`src/rtl/sus_pkg.sv`:
```
package sus_pkg;

    // Register byte offsets.
    localparam logic [7:0] ADDR_ZS_THRESHOLD = 8'h00;
    localparam logic [7:0] ADDR_PC_RANGE = 8'h04;
    localparam logic [7:0] ADDR_MODE = 8'h08;
    localparam logic [7:0] ADDR_DETECT_TIME = 8'h0C;
    localparam logic [7:0] ADDR_STATUS = 8'h10;
    localparam logic [7:0] ADDR_EVENT = 8'h14;
    localparam logic [7:0] ADDR_MASK = 8'h18;
    localparam logic [7:0] ADDR_CONTROL = 8'h1C;

    // Field positions in the mode register.
    localparam int MODE_PC_LSB = 0;
    localparam int MODE_UV_BIT = 4;

    // Event bit positions, shared by the event and mask registers.
    localparam int EV_ZERO_SPEED = 0;
    localparam int EV_POS_COMPLETE = 1;
    localparam int EV_POWER_LOST = 2;
    localparam int EV_UV_ERROR = 3;
    localparam int EV_WIDTH = 4;

    // Control register bit that clears a latched undervoltage error.
    localparam int CTRL_CLR_ERR_BIT = 0;

    // Setting limits and reset values.
    localparam logic [14:0] ZS_THRESHOLD_MIN = 15'h000A;
    localparam logic [14:0] ZS_THRESHOLD_MAX = 15'h4E20;
    localparam logic [14:0] ZS_THRESHOLD_RST = 15'h0032;
    localparam logic [14:0] ZS_HYST_RPM = 15'h000A;
    localparam logic [14:0] PC_RANGE_RST = 15'h0083;
    localparam logic [1:0] PC_MODE_RST = 2'h0;
    localparam logic UV_SELECT_RST = 1'b1;
    localparam logic [9:0] DETECT_TIME_RST = 10'h046;
    localparam logic [9:0] DETECT_TIME_OFF = 10'h3E8;

    // Detection time unit and its length in clock cycles.
    localparam int CLK_PERIOD_NS = 10;
    localparam int DETECT_UNIT_MS = 1;
    localparam int DETECT_UNIT_CYCLES = DETECT_UNIT_MS * 1000000 / CLK_PERIOD_NS;

    // Positioning-complete modes.
    typedef enum logic [1:0] {
        PC_ALWAYS = 2'h0,
        PC_NO_CMD = 2'h1,
        PC_NO_CMD_ZS = 2'h2,
        PC_HOLD = 2'h3
    } sus_pc_mode_type;

    // Main power supervision states.
    typedef enum logic [2:0] {
        PWR_OK = 3'b001,
        PWR_COUNT = 3'b010,
        PWR_LOST = 3'b100
    } sus_pwr_state_type;

    // Magnitude of a signed value, used for speed and deviation.
    function automatic logic [31:0] sus_abs(input logic signed [31:0] v);
        sus_abs = v[31] ? 32'(-v) : 32'(v);
    endfunction

endpackage

```
`src/rtl/sus_zero_speed.sv`:
```
`timescale 1ns/1ns
module sus_zero_speed (
    // Clock and reset.
    input wire logic CLK_I,
    input wire logic NRST_I,
    // Speed and threshold.
    input wire logic signed [15:0] speed_i,
    input wire logic [14:0] threshold_i,
    // Detector output.
    output logic zero_speed_o
);
    import sus_pkg::*;

    logic [31:0] speed_mag;
    logic [31:0] release_level;
    logic zero_speed_reg;
    logic chk_on_reg;

    // Direction does not matter, only magnitude is compared.
    assign speed_mag = sus_abs(32'(speed_i));
    assign release_level = 32'(threshold_i) + 32'(ZS_HYST_RPM);

    // Assert below threshold, release only at or above threshold plus band, so noise near the edge cannot chatter.
    always_ff @(posedge CLK_I) begin
        if (!NRST_I) begin
            zero_speed_reg <= 1'b0;
        end else if (speed_mag < 32'(threshold_i)) begin
            zero_speed_reg <= 1'b1;
        end else if (speed_mag >= release_level) begin
            zero_speed_reg <= 1'b0;
        end
    end

    assign zero_speed_o = zero_speed_reg;

    // Checks start one edge after reset release, because the edge that releases reset still loads reset values.
    always_ff @(posedge CLK_I) begin
        chk_on_reg <= NRST_I;
    end
endmodule

```
`src/rtl/sus_top.sv`:
```
// Local design decisions: the placing of the registers and the AHB-Lite slave port.
`timescale 1ns/1ns
module sus_top #(
    parameter int TICK_CYCLES = sus_pkg::DETECT_UNIT_CYCLES,
    parameter int DEV_WIDTH = 24
) (
    // Clock and reset.
    input wire logic CLK_I,
    input wire logic NRST_I,
    // AHB-Lite slave.
    input wire logic HSEL_I,
    input wire logic [31:0] HADDR_I,
    input wire logic [1:0] HTRANS_I,
    input wire logic HWRITE_I,
    input wire logic [2:0] HSIZE_I,
    input wire logic [31:0] HWDATA_I,
    input wire logic HREADY_I,
    output logic [31:0] HRDATA_O,
    output logic HREADYOUT_O,
    output logic HRESP_O,
    // Motion inputs from the control loop.
    input wire logic signed [15:0] SPEED_I,
    input wire logic signed [DEV_WIDTH-1:0] DEVIATION_I,
    input wire logic POS_CMD_ACTIVE_I,
    input wire logic SERVO_ON_REQ_I,
    // Power stage pins.
    input wire logic MAIN_POWER_OK_I,
    input wire logic DC_BUS_LOW_I,
    // Status outputs.
    output logic ZERO_SPEED_OUT_O,
    output logic POSITION_COMPLETE_OUT_O,
    output logic SERVO_ENABLE_O,
    output logic MAIN_UNDERVOLTAGE_ERROR_O,
    output logic IRQ_O
);
    import sus_pkg::*;

    // Elaboration refuses widths that the magnitude function and the tick counter cannot serve.
    if (TICK_CYCLES < 1 || DEV_WIDTH < 16 || DEV_WIDTH > 32) begin : g_param_check
        $error("Unsupported sus_top parameters.");
    end

    logic [14:0] zs_threshold_reg;
    logic [14:0] pc_range_reg;
    logic [1:0] pc_mode_reg;
    logic uv_select_reg;
    logic [9:0] detect_time_reg;
    logic [EV_WIDTH-1:0] event_reg;
    logic [EV_WIDTH-1:0] mask_reg;
    logic wr_pend_reg;
    logic rd_pend_reg;
    logic [7:0] addr_reg;
    logic [31:0] rdata_reg;
    logic pwr_sync1_reg, pwr_sync2_reg, bus_sync1_reg, bus_sync2_reg;
    sus_pwr_state_type pwr_state_reg;
    logic [31:0] tick_cnt_reg;
    logic [9:0] off_time_reg;
    logic error_reg;
    logic pc_out_reg;
    logic pc_held_reg;
    logic cmd_prev_reg;
    logic zs_prev_reg, pc_prev_reg, lost_prev_reg, err_prev_reg;
    logic servo_en_reg;
    logic zero_speed;
    logic addr_phase;
    logic [14:0] wdata_thr;
    logic in_range;
    logic no_cmd_ok;
    logic pc_cond;
    logic power_lost;
    logic err_clear;
    logic err_set;
    logic [EV_WIDTH-1:0] ev_set;
    logic chk_on_reg;

    // Zero-speed detection with hysteresis lives in its own module.
    sus_zero_speed u_zero_speed (
        .CLK_I(CLK_I),
        .NRST_I(NRST_I),
        .speed_i(SPEED_I),
        .threshold_i(zs_threshold_reg),
        .zero_speed_o(zero_speed)
    );

    // The slave never inserts wait states and always answers OKAY.
    assign HREADYOUT_O = 1'b1;
    assign HRESP_O = 1'b0;
    assign HRDATA_O = rdata_reg;
    assign addr_phase = HSEL_I && HREADY_I && HTRANS_I[1] && (HSIZE_I == 3'h2);

    // Address phase capture; only whole-word transfers are served, others are ignored.
    always_ff @(posedge CLK_I) begin
        if (!NRST_I) begin
            wr_pend_reg <= 1'b0;
            rd_pend_reg <= 1'b0;
            addr_reg <= 8'h00;
        end else if (HREADY_I) begin
            wr_pend_reg <= addr_phase && HWRITE_I;
            rd_pend_reg <= addr_phase && !HWRITE_I;
            addr_reg <= HADDR_I[7:0];
        end
    end

    // Read data is prepared at the address phase so it stands through the data phase.
    always_ff @(posedge CLK_I) begin
        if (!NRST_I) begin
            rdata_reg <= 32'h0000_0000;
        end else if (addr_phase && !HWRITE_I) begin
            if (HADDR_I[7:0] == ADDR_ZS_THRESHOLD) begin
                rdata_reg <= 32'(zs_threshold_reg);
            end else if (HADDR_I[7:0] == ADDR_PC_RANGE) begin
                rdata_reg <= 32'(pc_range_reg);
            end else if (HADDR_I[7:0] == ADDR_MODE) begin
                rdata_reg <= (32'(uv_select_reg) << MODE_UV_BIT) | (32'(pc_mode_reg) << MODE_PC_LSB);
            end else if (HADDR_I[7:0] == ADDR_DETECT_TIME) begin
                rdata_reg <= 32'(detect_time_reg);
            end else if (HADDR_I[7:0] == ADDR_STATUS) begin
                rdata_reg <= 32'({error_reg, power_lost, pc_out_reg, zero_speed}) | (32'(servo_en_reg) << 4);
            end else if (HADDR_I[7:0] == ADDR_EVENT) begin
                rdata_reg <= 32'(event_reg);
            end else if (HADDR_I[7:0] == ADDR_MASK) begin
                rdata_reg <= 32'(mask_reg);
            end else begin
                rdata_reg <= 32'h0000_0000;
            end
        end
    end

    // Threshold writes are clamped into the legal setting range.
    assign wdata_thr = (HWDATA_I[31:15] != 17'h0_0000) ? ZS_THRESHOLD_MAX :
        (HWDATA_I[14:0] < ZS_THRESHOLD_MIN) ? ZS_THRESHOLD_MIN :
        (HWDATA_I[14:0] > ZS_THRESHOLD_MAX) ? ZS_THRESHOLD_MAX : HWDATA_I[14:0];

    // Setting registers written in the data phase.
    always_ff @(posedge CLK_I) begin
        if (!NRST_I) begin
            zs_threshold_reg <= ZS_THRESHOLD_RST;
            pc_range_reg <= PC_RANGE_RST;
            pc_mode_reg <= PC_MODE_RST;
            uv_select_reg <= UV_SELECT_RST;
            detect_time_reg <= DETECT_TIME_RST;
            mask_reg <= 4'h0;
        end else if (wr_pend_reg) begin
            if (addr_reg == ADDR_ZS_THRESHOLD) begin
                zs_threshold_reg <= wdata_thr;
            end else if (addr_reg == ADDR_PC_RANGE) begin
                pc_range_reg <= HWDATA_I[14:0];
            end else if (addr_reg == ADDR_MODE) begin
                pc_mode_reg <= HWDATA_I[MODE_PC_LSB +: 2];
                uv_select_reg <= HWDATA_I[MODE_UV_BIT];
            end else if (addr_reg == ADDR_DETECT_TIME) begin
                detect_time_reg <= HWDATA_I[9:0];
            end else if (addr_reg == ADDR_MASK) begin
                mask_reg <= HWDATA_I[EV_WIDTH-1:0];
            end
        end
    end

    // Power pins come from another domain and pass two flip-flops first.
    always_ff @(posedge CLK_I) begin
        if (!NRST_I) begin
            pwr_sync1_reg <= 1'b1;
            pwr_sync2_reg <= 1'b1;
            bus_sync1_reg <= 1'b0;
            bus_sync2_reg <= 1'b0;
        end else begin
            pwr_sync1_reg <= MAIN_POWER_OK_I;
            pwr_sync2_reg <= pwr_sync1_reg;
            bus_sync1_reg <= DC_BUS_LOW_I;
            bus_sync2_reg <= bus_sync1_reg;
        end
    end

    // Shutoff must persist for the detection time; a value of 1000 disables timed detection.
    always_ff @(posedge CLK_I) begin
        if (!NRST_I) begin
            pwr_state_reg <= PWR_OK;
            tick_cnt_reg <= 32'h0000_0000;
            off_time_reg <= 10'h000;
        end else begin
            case (pwr_state_reg)
                PWR_OK: begin
                    tick_cnt_reg <= 32'h0000_0000;
                    off_time_reg <= 10'h000;
                    if (!pwr_sync2_reg && detect_time_reg != DETECT_TIME_OFF) begin
                        pwr_state_reg <= PWR_COUNT;
                    end
                end
                PWR_COUNT: begin
                    if (pwr_sync2_reg || detect_time_reg == DETECT_TIME_OFF) begin
                        pwr_state_reg <= PWR_OK;
                    end else if (off_time_reg >= detect_time_reg) begin
                        pwr_state_reg <= PWR_LOST;
                    end else if (tick_cnt_reg == 32'(TICK_CYCLES - 1)) begin
                        tick_cnt_reg <= 32'h0000_0000;
                        off_time_reg <= off_time_reg + 10'h001;
                    end else begin
                        tick_cnt_reg <= tick_cnt_reg + 32'h0000_0001;
                    end
                end
                PWR_LOST: begin
                    if (pwr_sync2_reg) begin
                        pwr_state_reg <= PWR_OK;
                    end
                end
                default: begin
                    pwr_state_reg <= PWR_OK;
                end
            endcase
        end
    end

    assign power_lost = (pwr_state_reg == PWR_LOST);

    // A low bus before detection completes always trips; a detected loss trips only with select 1.
    assign err_set = (bus_sync2_reg && !power_lost) ||
        (power_lost && !lost_prev_reg && servo_en_reg && uv_select_reg);
    assign err_clear = wr_pend_reg && (addr_reg == ADDR_CONTROL) && HWDATA_I[CTRL_CLR_ERR_BIT];

    // The error latches until software clears it; a new cause in the clear cycle wins.
    always_ff @(posedge CLK_I) begin
        if (!NRST_I) begin
            error_reg <= 1'b0;
        end else if (err_set) begin
            error_reg <= 1'b1;
        end else if (err_clear) begin
            error_reg <= 1'b0;
        end
    end

    // Servo follows the request except on a trip, while the error stays latched, or while power is lost.
    always_ff @(posedge CLK_I) begin
        if (!NRST_I) begin
            servo_en_reg <= 1'b0;
        end else begin
            servo_en_reg <= SERVO_ON_REQ_I && !error_reg && !err_set && !power_lost;
        end
    end

    // Deviation within plus or minus the range, inclusive.
    assign in_range = sus_abs(32'(DEVIATION_I)) <= 32'(pc_range_reg);
    assign no_cmd_ok = in_range && !POS_CMD_ACTIVE_I;

    // Mode qualification of the in-range test.
    always_comb begin
        case (sus_pc_mode_type'(pc_mode_reg))
            PC_ALWAYS: pc_cond = in_range;
            PC_NO_CMD: pc_cond = no_cmd_ok;
            PC_NO_CMD_ZS: pc_cond = no_cmd_ok && zero_speed;
            PC_HOLD: pc_cond = no_cmd_ok || (pc_held_reg && !(POS_CMD_ACTIVE_I && !cmd_prev_reg));
            default: pc_cond = in_range;
        endcase
    end

    // The hold latch is released only by the start of the next command or by leaving mode 3.
    always_ff @(posedge CLK_I) begin
        if (!NRST_I) begin
            pc_held_reg <= 1'b0;
            cmd_prev_reg <= 1'b0;
            pc_out_reg <= 1'b0;
        end else begin
            cmd_prev_reg <= POS_CMD_ACTIVE_I;
            pc_held_reg <= (pc_mode_reg == PC_HOLD) && pc_cond;
            pc_out_reg <= pc_cond;
        end
    end

    // Sticky events on rising edges, write one to clear, set wins over clear.
    assign ev_set = {error_reg && !err_prev_reg, power_lost && !lost_prev_reg,
        pc_out_reg && !pc_prev_reg, zero_speed && !zs_prev_reg};
    always_ff @(posedge CLK_I) begin
        if (!NRST_I) begin
            event_reg <= 4'h0;
            zs_prev_reg <= 1'b0;
            pc_prev_reg <= 1'b0;
            lost_prev_reg <= 1'b0;
            err_prev_reg <= 1'b0;
        end else begin
            zs_prev_reg <= zero_speed;
            pc_prev_reg <= pc_out_reg;
            lost_prev_reg <= power_lost;
            err_prev_reg <= error_reg;
            if (wr_pend_reg && addr_reg == ADDR_EVENT) begin
                event_reg <= (event_reg & ~HWDATA_I[EV_WIDTH-1:0]) | ev_set;
            end else begin
                event_reg <= event_reg | ev_set;
            end
        end
    end

    assign IRQ_O = |(event_reg & mask_reg);
    assign ZERO_SPEED_OUT_O = zero_speed;
    assign POSITION_COMPLETE_OUT_O = pc_out_reg;
    assign SERVO_ENABLE_O = servo_en_reg;
    assign MAIN_UNDERVOLTAGE_ERROR_O = error_reg;

    // Checks start one edge after reset release, because the edge that releases reset still loads reset values.
    always_ff @(posedge CLK_I) begin
        chk_on_reg <= NRST_I;
    end
endmodule

```
`config.mk`:
```
export PLATFORM = sky130hd
export DESIGN_NAME = sus_top
export DESIGN_NICKNAME = d
export VERILOG_FILES = /design/src/rtl/sus_pkg.sv /design/src/rtl/sus_zero_speed.sv /design/src/rtl/sus_top.sv
export SDC_FILE = /design/constraint.sdc
export NUM_CORES = 1
export LEC_CHECK = 0
export BUFFER_PORTS_ARGS = -buffer_cell sky130_fd_sc_hd__buf_2
export CAP_MARGIN = 25
export CELL_PAD_IN_SITES_DETAIL_PLACEMENT = 0
export CELL_PAD_IN_SITES_GLOBAL_PLACEMENT = 1
export CORE_MARGIN = 2
export CORE_UTILIZATION = 45
export DETAILED_ROUTE_END_ITERATION = 7
export GPL_TIMING_DRIVEN = 0
export PLACE_DENSITY_LB_ADDON = 0.1
export SETUP_SLACK_MARGIN = 0.1
export SLEW_MARGIN = 20
export SYNTH_ARGS = -nofsm -noshare
export SYNTH_HDL_FRONTEND = slang
export SYNTH_HIERARCHICAL = 1
export SYNTH_SLANG_ARGS = --single-unit
```
`constraint.sdc`:
```
create_clock -name CLK_I -period 8.8 [get_ports CLK_I]
set_input_delay 0.44 -clock CLK_I [delete_from_list [all_inputs] [get_ports CLK_I]]
set_output_delay 0.44 -clock CLK_I [all_outputs]
set_load 0.01 [all_outputs]
```
---- Word-level counts from Yosys, hierarchy flattened ----
Index checks and enable logic that the tools add are counted.
W data, S select, Z words.
storage, ports and cells
  input port bits ......................... 118
  output and inout bits ................... 39
  word-level logic and storage cells ...... 163
  flip-flop bits (word level) ............. 151
operators by class
  $add $sub $neg .......................... 5
  mux-type cells .......................... 31
  equality and inequality tests ........... 28
  reduce and logical (&&, ||, !) cells .... 55
  $lt $le $gt $ge ......................... 6
  bitwise logic cells ..................... 11
operators by type and width
  cell                     number
  $mux W32                 5
  $mux W15                 5
  $pmux W32 S2             1
  $mux W10                 5
  $eq A8 B5 Y1 const B     6
  $add A32 B1 Y32 const B  1
  $eq A32 B17 Y1 const B   1
  $eq A8 B4 Y1 const B     4
  $ge A32 B32 Y1           1
  $le A32 B15 Y1           1
  $lt A32 B15 Y1           1
  $neg A16 Y32             1
  $neg A24 Y32             1
  $logic_and A1 B1 Y1      24
  $pmux W10 S2             1
  $reduce_bool A17 Y1      1
  $add A15 B4 Y16 const B  1
  $eq A8 B3 Y1 const B     2
  $logic_not A8 Y1         2
  $gt A15 B15 Y1 const B   1
  $lt A15 B4 Y1 const B    1
  $logic_not A1 Y1         12
  $mux W3                  4
  $mux W4                  3
  30 further kinds         51

---- Longest topological paths before layout ----
Gate-level depths: netlist (run 1).
  depth after elaboration ................. 8
  depth in mapped cells ................... 15
  gate-level depth less buffers ........... 14

---- Modules after synthesis ----
The synthesis (run 1) kept the hierarchy.
modules (own cells, without submodules)
  module          area an instance (um^2)  cells an instance  sequential area each (um^2)  times used
  sus_top         7383.3                   923                2662.6                       1
  sus_zero_speed  1219.9                   159                20.0                         1

---- Worst setup path before layout (run 1) ----
Ideal clock, no wire load.
  kind .................................... input to register
  start point ............................. in DEVIATION_I[3]
  end point ............................... reg pc_held_reg
  slack ................................... 5.473 ns
  cell stages on the path ................. 13
  arrival time ............................ 3.257 ns
  cell sequence ........................... or4_4 > or3_1 > buf_6 > o31ai_1 > xnor2_1 > ha_1 > a21oi_1 > nand2_1 > a21oi_1 > o221a_2 > a21oi_1 > or4_1 > a21oi_1
between the ends
  cells in the longest elaborated chain, start to end .. 7
  elaborated cells on any way between the ends .. 8
  classes of those cells .................. add/sub (1); order compare (1); mux (2); reduce/logical (4)
ends and longest elaborated chain
  item                                                              line                            source
  start: declaration                                                sus_top.sv:23                   input wire logic signed [DEV_WIDTH-1:0] DEVIATION_I,
  $neg A24 Y32                                                      sus_pkg.sv:60                   sus_abs = v[31] ? 32'(-v) : 32'(v);
  $mux W32 *                                                        sus_pkg.sv:60
  $le A32 B15 Y1 *                                                  sus_top.sv:241                  assign in_range = sus_abs(32'(DEVIATION_I)) <= 32'(pc_range_reg);
  $logic_and A1 B1 Y1                                               sus_top.sv:242                  assign no_cmd_ok = in_range && !POS_CMD_ACTIVE_I;
  $logic_or A1 B1 Y1 / $logic_and A1 B1 Y1 (equally long branches)  sus_top.sv:250, sus_top.sv:249
  $pmux W1 S4 *                                                     sus_top.sv:246                  case (sus_pc_mode_type'(pc_mode_reg))
  $logic_and A1 B1 Y1 *                                             sus_top.sv:263                  pc_held_reg <= (pc_mode_reg == PC_HOLD) && pc_cond;
  end signal: assignment                                            sus_top.sv:263
  end: declaration                                                  sus_top.sv:60                   logic pc_held_reg;
Mark *: on every way between the ends. The rest lies on a longest branch, timed or not.
A chain may end at the register's enable or synchronous reset.

---- Final worst setup path (run 1) ----
Same ends and word-level chain as after synthesis.

==> results of run 1 <==
## worst min-delay path by stage
| stage | endpoint | slack, ns | from |
|---|---|---|---|
| finish | pwr_sync1_reg$_SDFF_PN1_ | 0.20 | MAIN_POWER_OK_I |
| global route | pwr_sync1_reg$_SDFF_PN1_ | 0.21 | MAIN_POWER_OK_I |
| CTS | pwr_sync1_reg$_SDFF_PN1_ | 0.20 | MAIN_POWER_OK_I |
| detailed placement | pwr_sync2_reg$_SDFF_PN1_ | 0.41 | pwr_sync1_reg$_SDFF_PN1_ |
| global placement | pwr_sync2_reg$_SDFF_PN1_ | 0.39 | pwr_sync1_reg$_SDFF_PN1_ |
| floorplan | pwr_sync2_reg$_SDFF_PN1_ | 0.39 | pwr_sync1_reg$_SDFF_PN1_ |
## cell type report
type | count | area [um2] | share of cell area (%)
Multi-Input combinational cell | 841 | 5430 | 54.0
Timing Repair Buffer | 107 | 536 | 5.32
Clock inverter | 14 | 136 | 1.36
Inverter | 57 | 214 | 2.13
Clock buffer | 18 | 429 | 4.27
Tap cell | 234 | 293 | 2.91
Sequential cell | 134 | 2680 | 26.7
Buffer | 67 | 339 | 3.37
## placed cells by master, fill, tap and decap left out, drive strengths merged, types with 18 or more instances in the layout
| cell | count |
|---|---|
| o21ai | 63 |
| nor3 | 23 |
| clkbuf | 54 |
| nand3 | 35 |
| o211ai | 29 |
| conb | 19 |
| buf | 138 |
| ha | 60 |
| nor2 | 106 |
| mux2i | 42 |
| or4 | 18 |
| dfxtp | 134 |
| nand2 | 104 |
| inv | 66 |
| nand4 | 26 |
| xnor2 | 36 |
| a21oi | 78 |
## per-stage QoR
step / power, mW / instance area (um2) / std cells
3_3_place_gp: 0.805 / 9500 / 1440
4_1_cts: 1.49 / 10100 / 1472
6_report: 1.49 / 10100 / 1472
2_1_floorplan: 0.738 / 8670 / 1099
5_1_grt: 1.55 / 10100 / 1472
3_5_place_dp: 0.807 / 9500 / 1440
## layer usage
layer	part of all wire (%)	routed length (um)	up-vias
met4	1.7	431	0
met1	50	12600	3895
li1	-	-	4194
met5	0	0	-
met3	5.4	1370	31
met2	43	11000	242
## power by group through the flow
stage               registers [mW]  logic [mW]  clock network [mW]
global route                 0.619       0.197               0.731
finish                       0.619       0.177               0.691
global placement             0.632       0.173                   0
CTS                          0.618       0.176               0.699
floorplan                    0.630       0.108                   0
detailed placement           0.632       0.175                   0
## critical path: stages
cell     delay, ns
buf_2         0.13
or4_4         0.56
nor3_1        0.41
a21oi_1       0.16
xor2_1        0.31
ha_1          0.31
a21o_1        0.17
a21oi_1       0.16
o221a_2       0.20
a21oi_1       0.07
or4_1         0.61
a21oi_1       0.18
## logic make-up after synthesis
logic type / after synthesis / share of synthesized area, %
buffers and inverters: 124 / 6.43
AO/OA/AOI/OAI: 260 / 19.0
flip-flops: 134 / 31.2
other: 2 / 0.0873
AND/OR/NAND/NOR: 413 / 24.5
multiplexers: 49 / 5.93
XOR/XNOR: 40 / 4.07
adder cells (fa/ha/maj): 60 / 8.73
==> summary.md, run 1 <==
| Metric | Value |
|---|---|
| WP data required | `9.15 ns` |
| Synth Instances | `1,082` |
| CP Launch Type | `primary input` |
| Leak | `3.93 nW` |
| Cts bufs inserted | `17` |
| Finished Core Util | `53.8%` |
| Crit. End Element | `flop` |
| Dpl ws | `5.01 ns` |
| Final Skew | `0.00921 ns` |
| RSZ-0062 raised after global routing | `no` |
| FMAX | `0.298 GHz` |
| Synth cell count leaders | `134 x dfxtp_1, 106 x nor2_1, 104 x nand2_1` |
| Sequential share of power | `41.6%` |
| Worst Slack Setup Final | `5.44 ns` |
| DRT iter0 DRCs | `627` |
| #FFs+latches synth | `134` |
| Clock buffer depth | `2` |
| Post-CTS setup buffers | `0` |
| Clock power frac | `46.5%` |
| FP Rows | `50` |
| Root Driver | `clkbuf_16` |
| Share of layout cells above drive strength 1 | `14.9%` |
| Worst r2r path cells | `11` |
| Final setup fails | `0` |
| Main synth FF type | `dfxtp_1` |
| Post-CTS sizing | `0` |
| FF-to-FF setup slack | `5.75 ns` |
| Post-route ant nets | `0` |
| CTS Sinks | `134` |
| Detailed placer's ending HPWL | `19,900 um` |
| Hold WS | `0.204 ns` |
| Total GRT Usage | `25.6%` |
| Worst Setup EP | `pc_held_reg$_SDFF_PN0_` |
| Net Sw Power | `405 uW` |
| First-pass GRT wire length | `40,900 um` |
| Die X | `142 um` |
| Crit Reg-Reg Endpoint | `tick_cnt_reg[11]$_SDFFE_PN0P_` |
| Busiest grt layer | `met2` |
| GPL Wtd Cong | `0.905` |
| R2R Path Start | `detect_time_reg[9]$_SDFFE_PN0P_` |
| Pwr Density | `148 nW/um2` |
| Max VDD drop | `137 uV` |
| Fin. Hold Viols | `0` |
| Drt first pass iters | `5` |
| Fillers | `1,822` |
| Starting density of the core | `46.0%` |
| Setup CP Type | `primary input to flop` |
| Diodes inserted | `0` |
| Layout Area Growth over Synthesis | `16.9%` |
| Wire per inst | `17.2 um` |
| Vias per std cell | `5.68` |
| CP Data Arrival Time | `3.71 ns` |
| Slew Viols, Final | `0` |
| Worst hold stages | `2` |
| Yosys top cell area share | `31.2%` |
| IO Pins | `157` |
| Seq/Total Area, Yosys | `31.2%` |
| Number of flip-flops in the largest register | `32` |
| Synth unique cells | `68` |
| Avg Inst Size Synth | `7.95 um2` |
| Grt met3 use | `4.00%` |
| CTS Hold Buffers Added | `0` |
| Vias in the first global route | `7,777` |
| DRC | `0` |
| Sw Share | `27.3%` |
| Setup_tns | `0 ns` |
| Count leader, synth | `dfxtp_1` |
| # port buffers | `107` |
| Hold crit path type | `primary input to flop` |
| Die Ht | `142 um` |
| H-tree levels | `4` |
| Min Tclk post-route | `3.36 ns` |
| DRT Wirelength | `25,400 um` |
| Synth area leaders | `dfxtp_1 31%, ha_1 8.7%, mux2i_1 4.9%` |
| Final #Nets | `1,403` |
| Grt total ovfl | `0` |
| Combinational share of power | `11.9%` |
| Largest area contributor in the netlist | `dfxtp_1` |
| Critical path fanouts, max | `5` |
| Largest net degree at the start of global routing | `17` |
| Share of the clock period used by the worst path | `38.2%` |
| Slew @ Worst Pin | `0.944 ns` |
| Ys async rst share | `0%` |
| Die area | `20,200 um2` |
| Slew HR | `36.8%` |
| TritonCTS clock tree | `done` |
| Synth Warn # | `6` |
| Post-synth EDFFs | `0` |
| Met2 GRT Util | `39.7%` |
| Clk_lat worst skew | `0.42 ns` |
| Worst-path clk slew | `0.06 ns` |
| Core area | `18,700 um2` |
| Status | `complete, no violations` |
| Max_cap viols | `0` |
| Mapped cell area | `8600 um2` |
| Internal | `1.08 mW` |
| Total number of vias | `8,362` |
| Met1 Use GR | `37.3%` |
| Initial antenna violation count | `1` |
| Crit path launch | `DEVIATION_I[3]` |
Note: power is estimated with default switching activity, not from simulation.
==> inputs of run 2 (changes only) <==
CORE_UTILIZATION = 42   (was 45)
clock period = 3.5 ns   (was 8.8 ns; I/O delays follow)
==> summary.md, run 2 (synthesized netlist as in run 1, its figures left out) <==
| Metric | Value |
|---|---|
| Status | `complete, no violations` |
| Setup CP Type | `primary input to flop` |
| Post-CTS sizing | `0 (unchanged)` |
| Commonest non-fill, non-tap cell in the layout | `dfxtp_1` |
| Critical path fanouts, max | `6 (+1)` |
| Finished Core Util | `51.0% (-2.8 points)` |
| Initial antenna violation count | `1 (unchanged)` |
| Core area | `20,200 um2 (+7.8%)` |
| CTS Hold Buffers Added | `9 (+9)` |
| Internal | `2.97 mW (+170%)` |
| Worst-path clk slew | `0.06 ns (about the same)` |
| Drt first pass iters | `4 (-1)` |
| Slew HR | `35.0% (-1.9 points)` |
| Hold crit path type | `primary input to flop` |
| Final non-filler cell total | `1,518 (+3.1%)` |
| WP buf/inv | `2 (+1)` |
| # port buffers | `107 (unchanged)` |
| Die Ht | `147 um (+3.4%)` |
| Vias per std cell | `5.53 (-2.6%)` |
| Hold WS | `0.00912 ns (-0.195 ns)` |
| CP Launch Type | `primary input` |
| Largest stage delay, worst path | `0.62 ns (about the same)` |
| GPL Wtd Cong | `0.858 (-5.2%)` |
| Worst path cell trace | `buf_2 -> or4_4 -> or3_1 -> buf_6 -> o31ai_1 -> xnor2_1 -> ha_1 -> a21oi_1 -> nand2_1 -> a21oi_1 -> o221a_2 -> a21oi_1 -> or4_1 -> a21oi_1` |
| Sequential share of power | `39.0% (-2.6 points)` |
| RSZ-0062 raised after global routing | `no` |
| DRC | `0 (unchanged)` |
| Largest net degree at the start of global routing | `17 (unchanged)` |
| Number of flip-flops in the largest register | `32 (unchanged)` |
| Post-CTS setup buffers | `0 (unchanged)` |
| Clock buffer depth | `2 (unchanged)` |
| Net Sw Power | `1.02 mW (+150%)` |
| Crit. End Element | `flop` |
| Detailed placer's ending HPWL | `20,300 um (+2.0%)` |
| Max_cap viols | `0 (unchanged)` |
| Root Driver | `clkbuf_16` |
| DRT Wirelength | `26,300 um (+3.8%)` |
| Slew Viols, Final | `0 (unchanged)` |
| Final setup fails | `0 (unchanged)` |
| Pwr Density | `388 nW/um2 (+160%)` |
| Die area | `21,600 um2 (+6.9%)` |
| Worst path slowest cell | `or4_1` |
| Combinational share of power | `11.4% (-0.5 points)` |
| Grt total ovfl | `0 (unchanged)` |
| Placed Cells | `1,476 (+2.5%)` |
| FP Rows | `52 (+4.0%)` |
| Clock power frac | `49.6% (+3.1 points)` |
| Min Tclk post-route | `3.11 ns` |
| DRT iter0 DRCs | `421 (-33%)` |
| Worst path most repeated cell | `a21oi_1` |
| Slew @ Worst Pin | `0.972 ns (+0.0278 ns)` |
| Clk_lat worst skew | `0.43 ns (about the same)` |
| Die X | `147 um (+3.4%)` |
| IO Pins | `157 (unchanged)` |
| Fin. Hold Viols | `0 (unchanged)` |
| FMAX | `0.321 GHz` |
| Fillers | `2,006 (+10%)` |
| CP Data Arrival Time | `3.47 ns (-0.24 ns)` |
| Max VDD drop | `342 uV (+150%)` |
| Wire per inst | `17.3 um (+0.67%)` |
| WP data required | `3.86 ns (-5.29 ns)` |
| CTS Sinks | `134 (unchanged)` |
| Total GRT Usage | `24.4% (-1.2 points)` |
| Most frequent cells in the layout | `134 x dfxtp_1, 111 x buf_2, 106 x nor2_1` |
| H-tree levels | `4 (unchanged)` |
| Cts bufs inserted | `17 (unchanged)` |
| Starting density of the core | `42.7% (-3.3 points)` |
| Largest delay contributor family on the critical path | `simple AND/OR/NAND/NOR gates` |
| Total number of vias | `8,400 (+0.45%)` |
| Share of the clock period used by the worst path | `88.9%` |
| Post-route ant nets | `0 (unchanged)` |
| Share of layout cells above drive strength 1 | `14.8% (-0.027 points)` |
| Leak | `4.02 nW (+2.1%)` |
| Layout Area Growth over Synthesis | `19.5%` |
| Final #Nets | `1,412 (+0.64%)` |
| Final Skew | `0.0116 ns (+0.00241 ns)` |
| Vias in the first global route | `7,645 (-1.7%)` |
| First-pass GRT wire length | `41,600 um (+1.9%)` |
| TritonCTS clock tree | `done` |
| Sw Share | `25.6% (-1.7 points)` |
## run 2: cell count changes in the layout (fill, tap and decap cells not counted), moves of 2 or more
cell / change
dlygate4sd3_1: +9
inv_6: -5
bufinv_16: +3
clkinv_4: +3
clkbuf_8: +2
clkinvlp_4: -2
## run 2: worst min-delay path: cells and delay by family
kind                   cells  cell delay (ns)
multiplexers               1             0.06
AND/OR/NAND/NOR            1             0.07
buffers and inverters      1             0.09
## run 2: layer usage
layer / vias up / track usage [%] / share of wire [%]
met5: - / 0 / 0
met4: 0 / 5.91 / 1.6
met3: 38 / 5.00 / 5.7
met2: 257 / 36.9 / 43
met1: 3899 / 35.6 / 50
li1: 4206 / - / -
## run 2: final timing paths
kind                                                    from                      endpoint  slack [ns]  cells after the start
worst max-delay path                          DEVIATION_I[3]        pc_held_reg$_SDFF_PN0_        0.39                     14
worst min-delay path                              HADDR_I[6]      addr_reg[6]$_SDFFE_PN0P_       0.009                      3
worst max register to register  tick_cnt_reg[4]$_SDFFE_PN0P_  tick_cnt_reg[5]$_SDFFE_PN0P_        0.42                      9
worst min register to register      pwr_sync1_reg$_SDFF_PN1_      pwr_sync2_reg$_SDFF_PN1_        0.42                      1
## run 2: area by class of cell
| cell class | instances | area (um2) | area share (%) |
|---|---|---|---|
| well taps | 270 | 338 | 3.29 |
| flip-flops and latches | 134 | 2680 | 26.1 |
| diodes | 1 | 2.50 | 0.0243 |
| inverters | 57 | 214 | 2.08 |
| clock buffers | 19 | 453 | 4.41 |
| repair buffers | 116 | 626 | 6.09 |
| multi-input cells | 841 | 5430 | 52.8 |
| plain buffers | 67 | 339 | 3.30 |
| clock inverters | 13 | 194 | 1.89 |
## run 2: through the flow
stage / power, mW / TNS (ns) / setup slack [ns] / cell area, um2
after global placement: 2.03 / -0.0175 / -0.0175 / 9540
after CTS: 4.01 / 0 / 0.401 / 10300
final: 3.99 / 0 / 0.388 / 10300
after detailed placement: 2.03 / -0.0352 / -0.0352 / 9540
after floorplan: 1.86 / 0 / 0.438 / 8670
after global routing: 4.14 / 0 / 0.131 / 10300
## run 2: power groups by stage
stage / Combinational (mW) / Clock (mW) / Sequential, mW
finish: 0.456 / 1.98 / 1.56
global route: 0.509 / 2.08 / 1.56
CTS: 0.453 / 2.00 / 1.56
detailed placement: 0.442 / 0 / 1.59
global placement: 0.440 / 0 / 1.59
floorplan: 0.271 / 0 / 1.58
==> inputs of run 3 (changes only) <==
ABC_AREA = 1   (was unset)
CORE_UTILIZATION = 41   (was 42)
CTS_CLUSTER_SIZE = 28   (was unset)
==> summary.md, run 3 <==
| Metric | Value |
|---|---|
| Status | `complete, no violations` |
| Largest delay contributor family on the critical path | `compound AO/OA/AOI/OAI gates` |
| Synth cell count leaders | `285 x nand2_1, 195 x inv_1, 146 x nor2_1` |
| CTS Sinks | `134 (unchanged)` |
| Worst path most repeated cell | `nand2_1` |
| Worst r2r path cells | `16 (+7)` |
| H-tree levels | `4 (unchanged)` |
| Pwr Density | `358 nW/um2 (-7.6%)` |
| Mapped cell area | `9440 um2 (+9.7%)` |
| Core area | `22,600 um2 (+12%)` |
| Initial antenna violation count | `0 (-1)` |
| FMAX | `0.414 GHz (+29%)` |
| Max VDD drop | `299 uV (-13%)` |
| Root Driver | `clkbuf_16` |
| FP Rows | `55 (+5.8%)` |
| Footprint of the multi-input gates | `5690 um2 (+4.8%)` |
| CP Launch Type | `flop` |
| Number of flip-flops in the largest register | `32 (unchanged)` |
| IO Pins | `157 (unchanged)` |
| Fin. Hold Viols | `0 (unchanged)` |
| RSZ-0062 raised after global routing | `no` |
| R2R Path Start | `zs_threshold_reg[1]$_SDFFE_PN1P_` |
| Worst path slowest cell | `dfxtp_1` |
| Share of layout cells above drive strength 1 | `14.7% (-0.089 points)` |
| Largest net degree at the start of global routing | `17 (unchanged)` |
| Finished Core Util | `48.8% (-2.1 points)` |
| Synth Warn # | `6 (unchanged)` |
| Post-CTS setup buffers | `0 (unchanged)` |
| Vias per std cell | `5.05 (-8.7%)` |
| #FFs+latches synth | `134 (unchanged)` |
| Leak | `4.86 nW (+21%)` |
| Die area | `24,300 um2 (+12%)` |
| GPL Wtd Cong | `0.889 (+3.6%)` |
| Crit path launch | `zs_threshold_reg[1]$_SDFFE_PN1P_` |
| Hold crit path type | `primary input to flop` |
| Final setup fails | `0 (unchanged)` |
| DRC | `0 (unchanged)` |
| Starting density of the core | `41.7% (-0.96 points)` |
| FF-to-FF setup slack | `1.08 ns (+0.66 ns)` |
| Post-route ant nets | `0 (unchanged)` |
| Vias in the first global route | `8,678 (+14%)` |
| Yosys top cell area share | `28.4% (-2.8 points)` |
| Detailed placer's ending HPWL | `23,200 um (+14%)` |
| Most frequent cells in the layout | `285 x nand2_1, 195 x inv_1, 146 x nor2_1` |
| Die Ht | `156 um (+5.9%)` |
| Avg Inst Size Synth | `6.67 um2 (-16%)` |
| Main synth FF type | `dfxtp_1` |
| Slew @ Worst Pin | `0.821 ns (-0.151 ns)` |
| Min Tclk post-route | `2.42 ns (-0.697 ns)` |
| # port buffers | `111 (+3.7%)` |
| Slew Viols, Final | `0 (unchanged)` |
| CTS Hold Buffers Added | `4 (-5)` |
| Clock buffer depth | `2 (unchanged)` |
| Fillers | `2,392 (+19%)` |
| Die X | `156 um (+5.9%)` |
| Slew HR | `45.3% (+10 points)` |
| Total number of vias | `9,420 (+12%)` |
| Drt first pass iters | `5 (+1)` |
| Internal | `2.88 mW (-3.2%)` |
| Synth Area in Adders | `7.95% (-0.77 points)` |
| WP data required | `3.86 ns (about the same)` |
| DRT Wirelength | `28,700 um (+9.0%)` |
| Post-synthesis mux area share | `0% (-5.9 points)` |
| Sw Share | `27.5% (+1.9 points)` |
| TritonCTS clock tree | `done` |
| Final #Nets | `1,745 (+24%)` |
| Wire per inst | `15.4 um (-11%)` |
| Synth Area in Compound Gates | `16.5% (-2.6 points)` |
| Count leader, synth | `nand2_1` |
| Sequential Area | `2680 um2 (unchanged)` |
| Largest area contributor in the netlist | `dfxtp_1` |
| Stages on the worst setup path | `16 (+2)` |
| Combinational share of power | `13.3% (+1.9 points)` |
| Hold Crit Start | `NRST_I` |
| Max_cap viols | `0 (unchanged)` |
| Setup CP Type | `flop to flop` |
| Diodes inserted | `0 (-1)` |
| Largest family of logic cells by synthesized area | `simple AND/OR/NAND/NOR gates` |
| Clock power frac | `46.9% (-2.7 points)` |
| Clk_lat worst skew | `0.44 ns (about the same)` |
| Synth Instances | `1,416 (+31%)` |
| WP buf/inv | `3 (+1)` |
| Setup_tns | `0 ns (unchanged)` |
| Post-CTS sizing | `0 (unchanged)` |
| Final Skew | `0.0122 ns (+0.000562 ns)` |
| Worst Setup EP | `u_zero_speed/zero_speed_o$_SDFFE_PN0P_` |
| Total GRT Usage | `24.1% (-0.36 points)` |
| Seq/Total Area, Yosys | `28.4% (-2.8 points)` |
| Commonest non-fill, non-tap cell in the layout | `nand2_1` |
| Ys async rst share | `0% (unchanged)` |
| Sequential share of power | `39.8% (+0.8 points)` |
| Worst-path clk slew | `0.06 ns (about the same)` |
| Design Area, Final | `11,100 um2 (+7.6%)` |
| Crit Reg-Reg Endpoint | `u_zero_speed/zero_speed_o$_SDFFE_PN0P_` |
| Post-synth EDFFs | `0 (unchanged)` |
| Total chip power | `3.96 mW (-0.62%)` |
| Layout Area Growth over Synthesis | `17.2%` |
| First-pass GRT wire length | `45,900 um (+10%)` |
| Share of the clock period used by the worst path | `69.0% (-20 points)` |
| Worst path cell trace | `ha_1 -> o21ai_1 -> inv_2 -> nand3b_2 -> nor2_2 -> nand2_1 -> xor2_1 -> inv_1 -> ha_1 -> nand2_1 -> inv_1 -> o21ai_0 -> nand3_1 -> nor2_1 -> nand2_1 -> a21oi_1` |
| Synth unique cells | `52 (-24%)` |
| Grt total ovfl | `0 (unchanged)` |
| Synth area leaders | `dfxtp_1 28%, nand2_1 11%, ha_1 8.0%` |
| Placed Area | `10,400 um2 (+9.2%)` |
| Synth Area in XOR/XNOR | `5.94% (+1.9 points)` |
| CP Data Arrival Time | `2.77 ns (-0.70 ns)` |
| Post-synthesis simple-gate area fraction | `29.2% (+4.7 points)` |
| Crit. End Element | `flop` |
| Cts bufs inserted | `17 (unchanged)` |
| Critical path fanouts, max | `5 (-1)` |
| Net Sw Power | `1.09 mW (+6.8%)` |
| DRT iter0 DRCs | `581 (+38%)` |
| Largest stage delay, worst path | `0.37 ns (-0.25 ns)` |
-- run 3: cell type report --
class	count	area share (%)
clock buffers	17	3.85
inverters	211	7.18
clock inverters	15	1.62
flip-flops and latches	134	24.3
repair buffers	115	5.39
multi-input cells	1034	51.5
plain buffers	54	3.01
well taps	285	3.22
-- run 3: how the worst min path moves through the flow --
stage | end | slack [ns] | cells past startpoint
after floorplan | cmd_prev_reg$_SDFF_PN0_ | 0.27 | 2
after global placement | bus_sync1_reg$_SDFF_PN0_ | 0.36 | 3
after detailed placement | bus_sync1_reg$_SDFF_PN0_ | 0.36 | 3
after CTS | uv_select_reg$_SDFFE_PN1P_ | 0.003 | 3
after global routing | uv_select_reg$_SDFFE_PN1P_ | 0.03 | 3
final | u_zero_speed/zero_speed_o$_SDFFE_PN0P_ | 0.01 | 3
-- run 3: power by group through the flow --
| stage | Clock, mW | Combinational [mW] | Sequential, mW |
|---|---|---|---|
| after global placement | 0 | 0.513 | 1.61 |
| after floorplan | 0 | 0.339 | 1.60 |
| final | 1.86 | 0.526 | 1.58 |
| after global routing | 1.94 | 0.597 | 1.58 |
| after detailed placement | 0 | 0.521 | 1.61 |
| after CTS | 1.88 | 0.527 | 1.58 |
-- run 3: layer usage --
metal  vias up  GRT usage (%)  part of all wire [%]
met5         -              0                     0
met4         0           5.11                   1.1
met3        24           3.33                   5.7
met2       269           38.3                    44
met1      4217           34.6                    49
li1       4910              -                     -
-- run 3: logic make-up after synthesis --
kind of cell,Yosys count
and+or+nand+nor,608
other,2
xor gates and xnor gates,64
DFF,134
buffers and inverters,265
adders and majority gates,60
AOI/OAI and AO/OA,283
-- run 3: stage by stage --
step	setup slack [ns]	instances	hold slack (ns)
finish	1.08	1865	0.0143
global route	0.750	1865	0.0295
CTS	1.06	1865	0.00336
detailed placement	0.754	1829	0.362
global placement	0.785	1829	0.360
floorplan	1.32	1433	0.268
-- run 3: worst min-delay path, cell delays in order --
cell and delay, ns:
buf_2 0.12, inv_1 0.06, a21oi_1 0.04
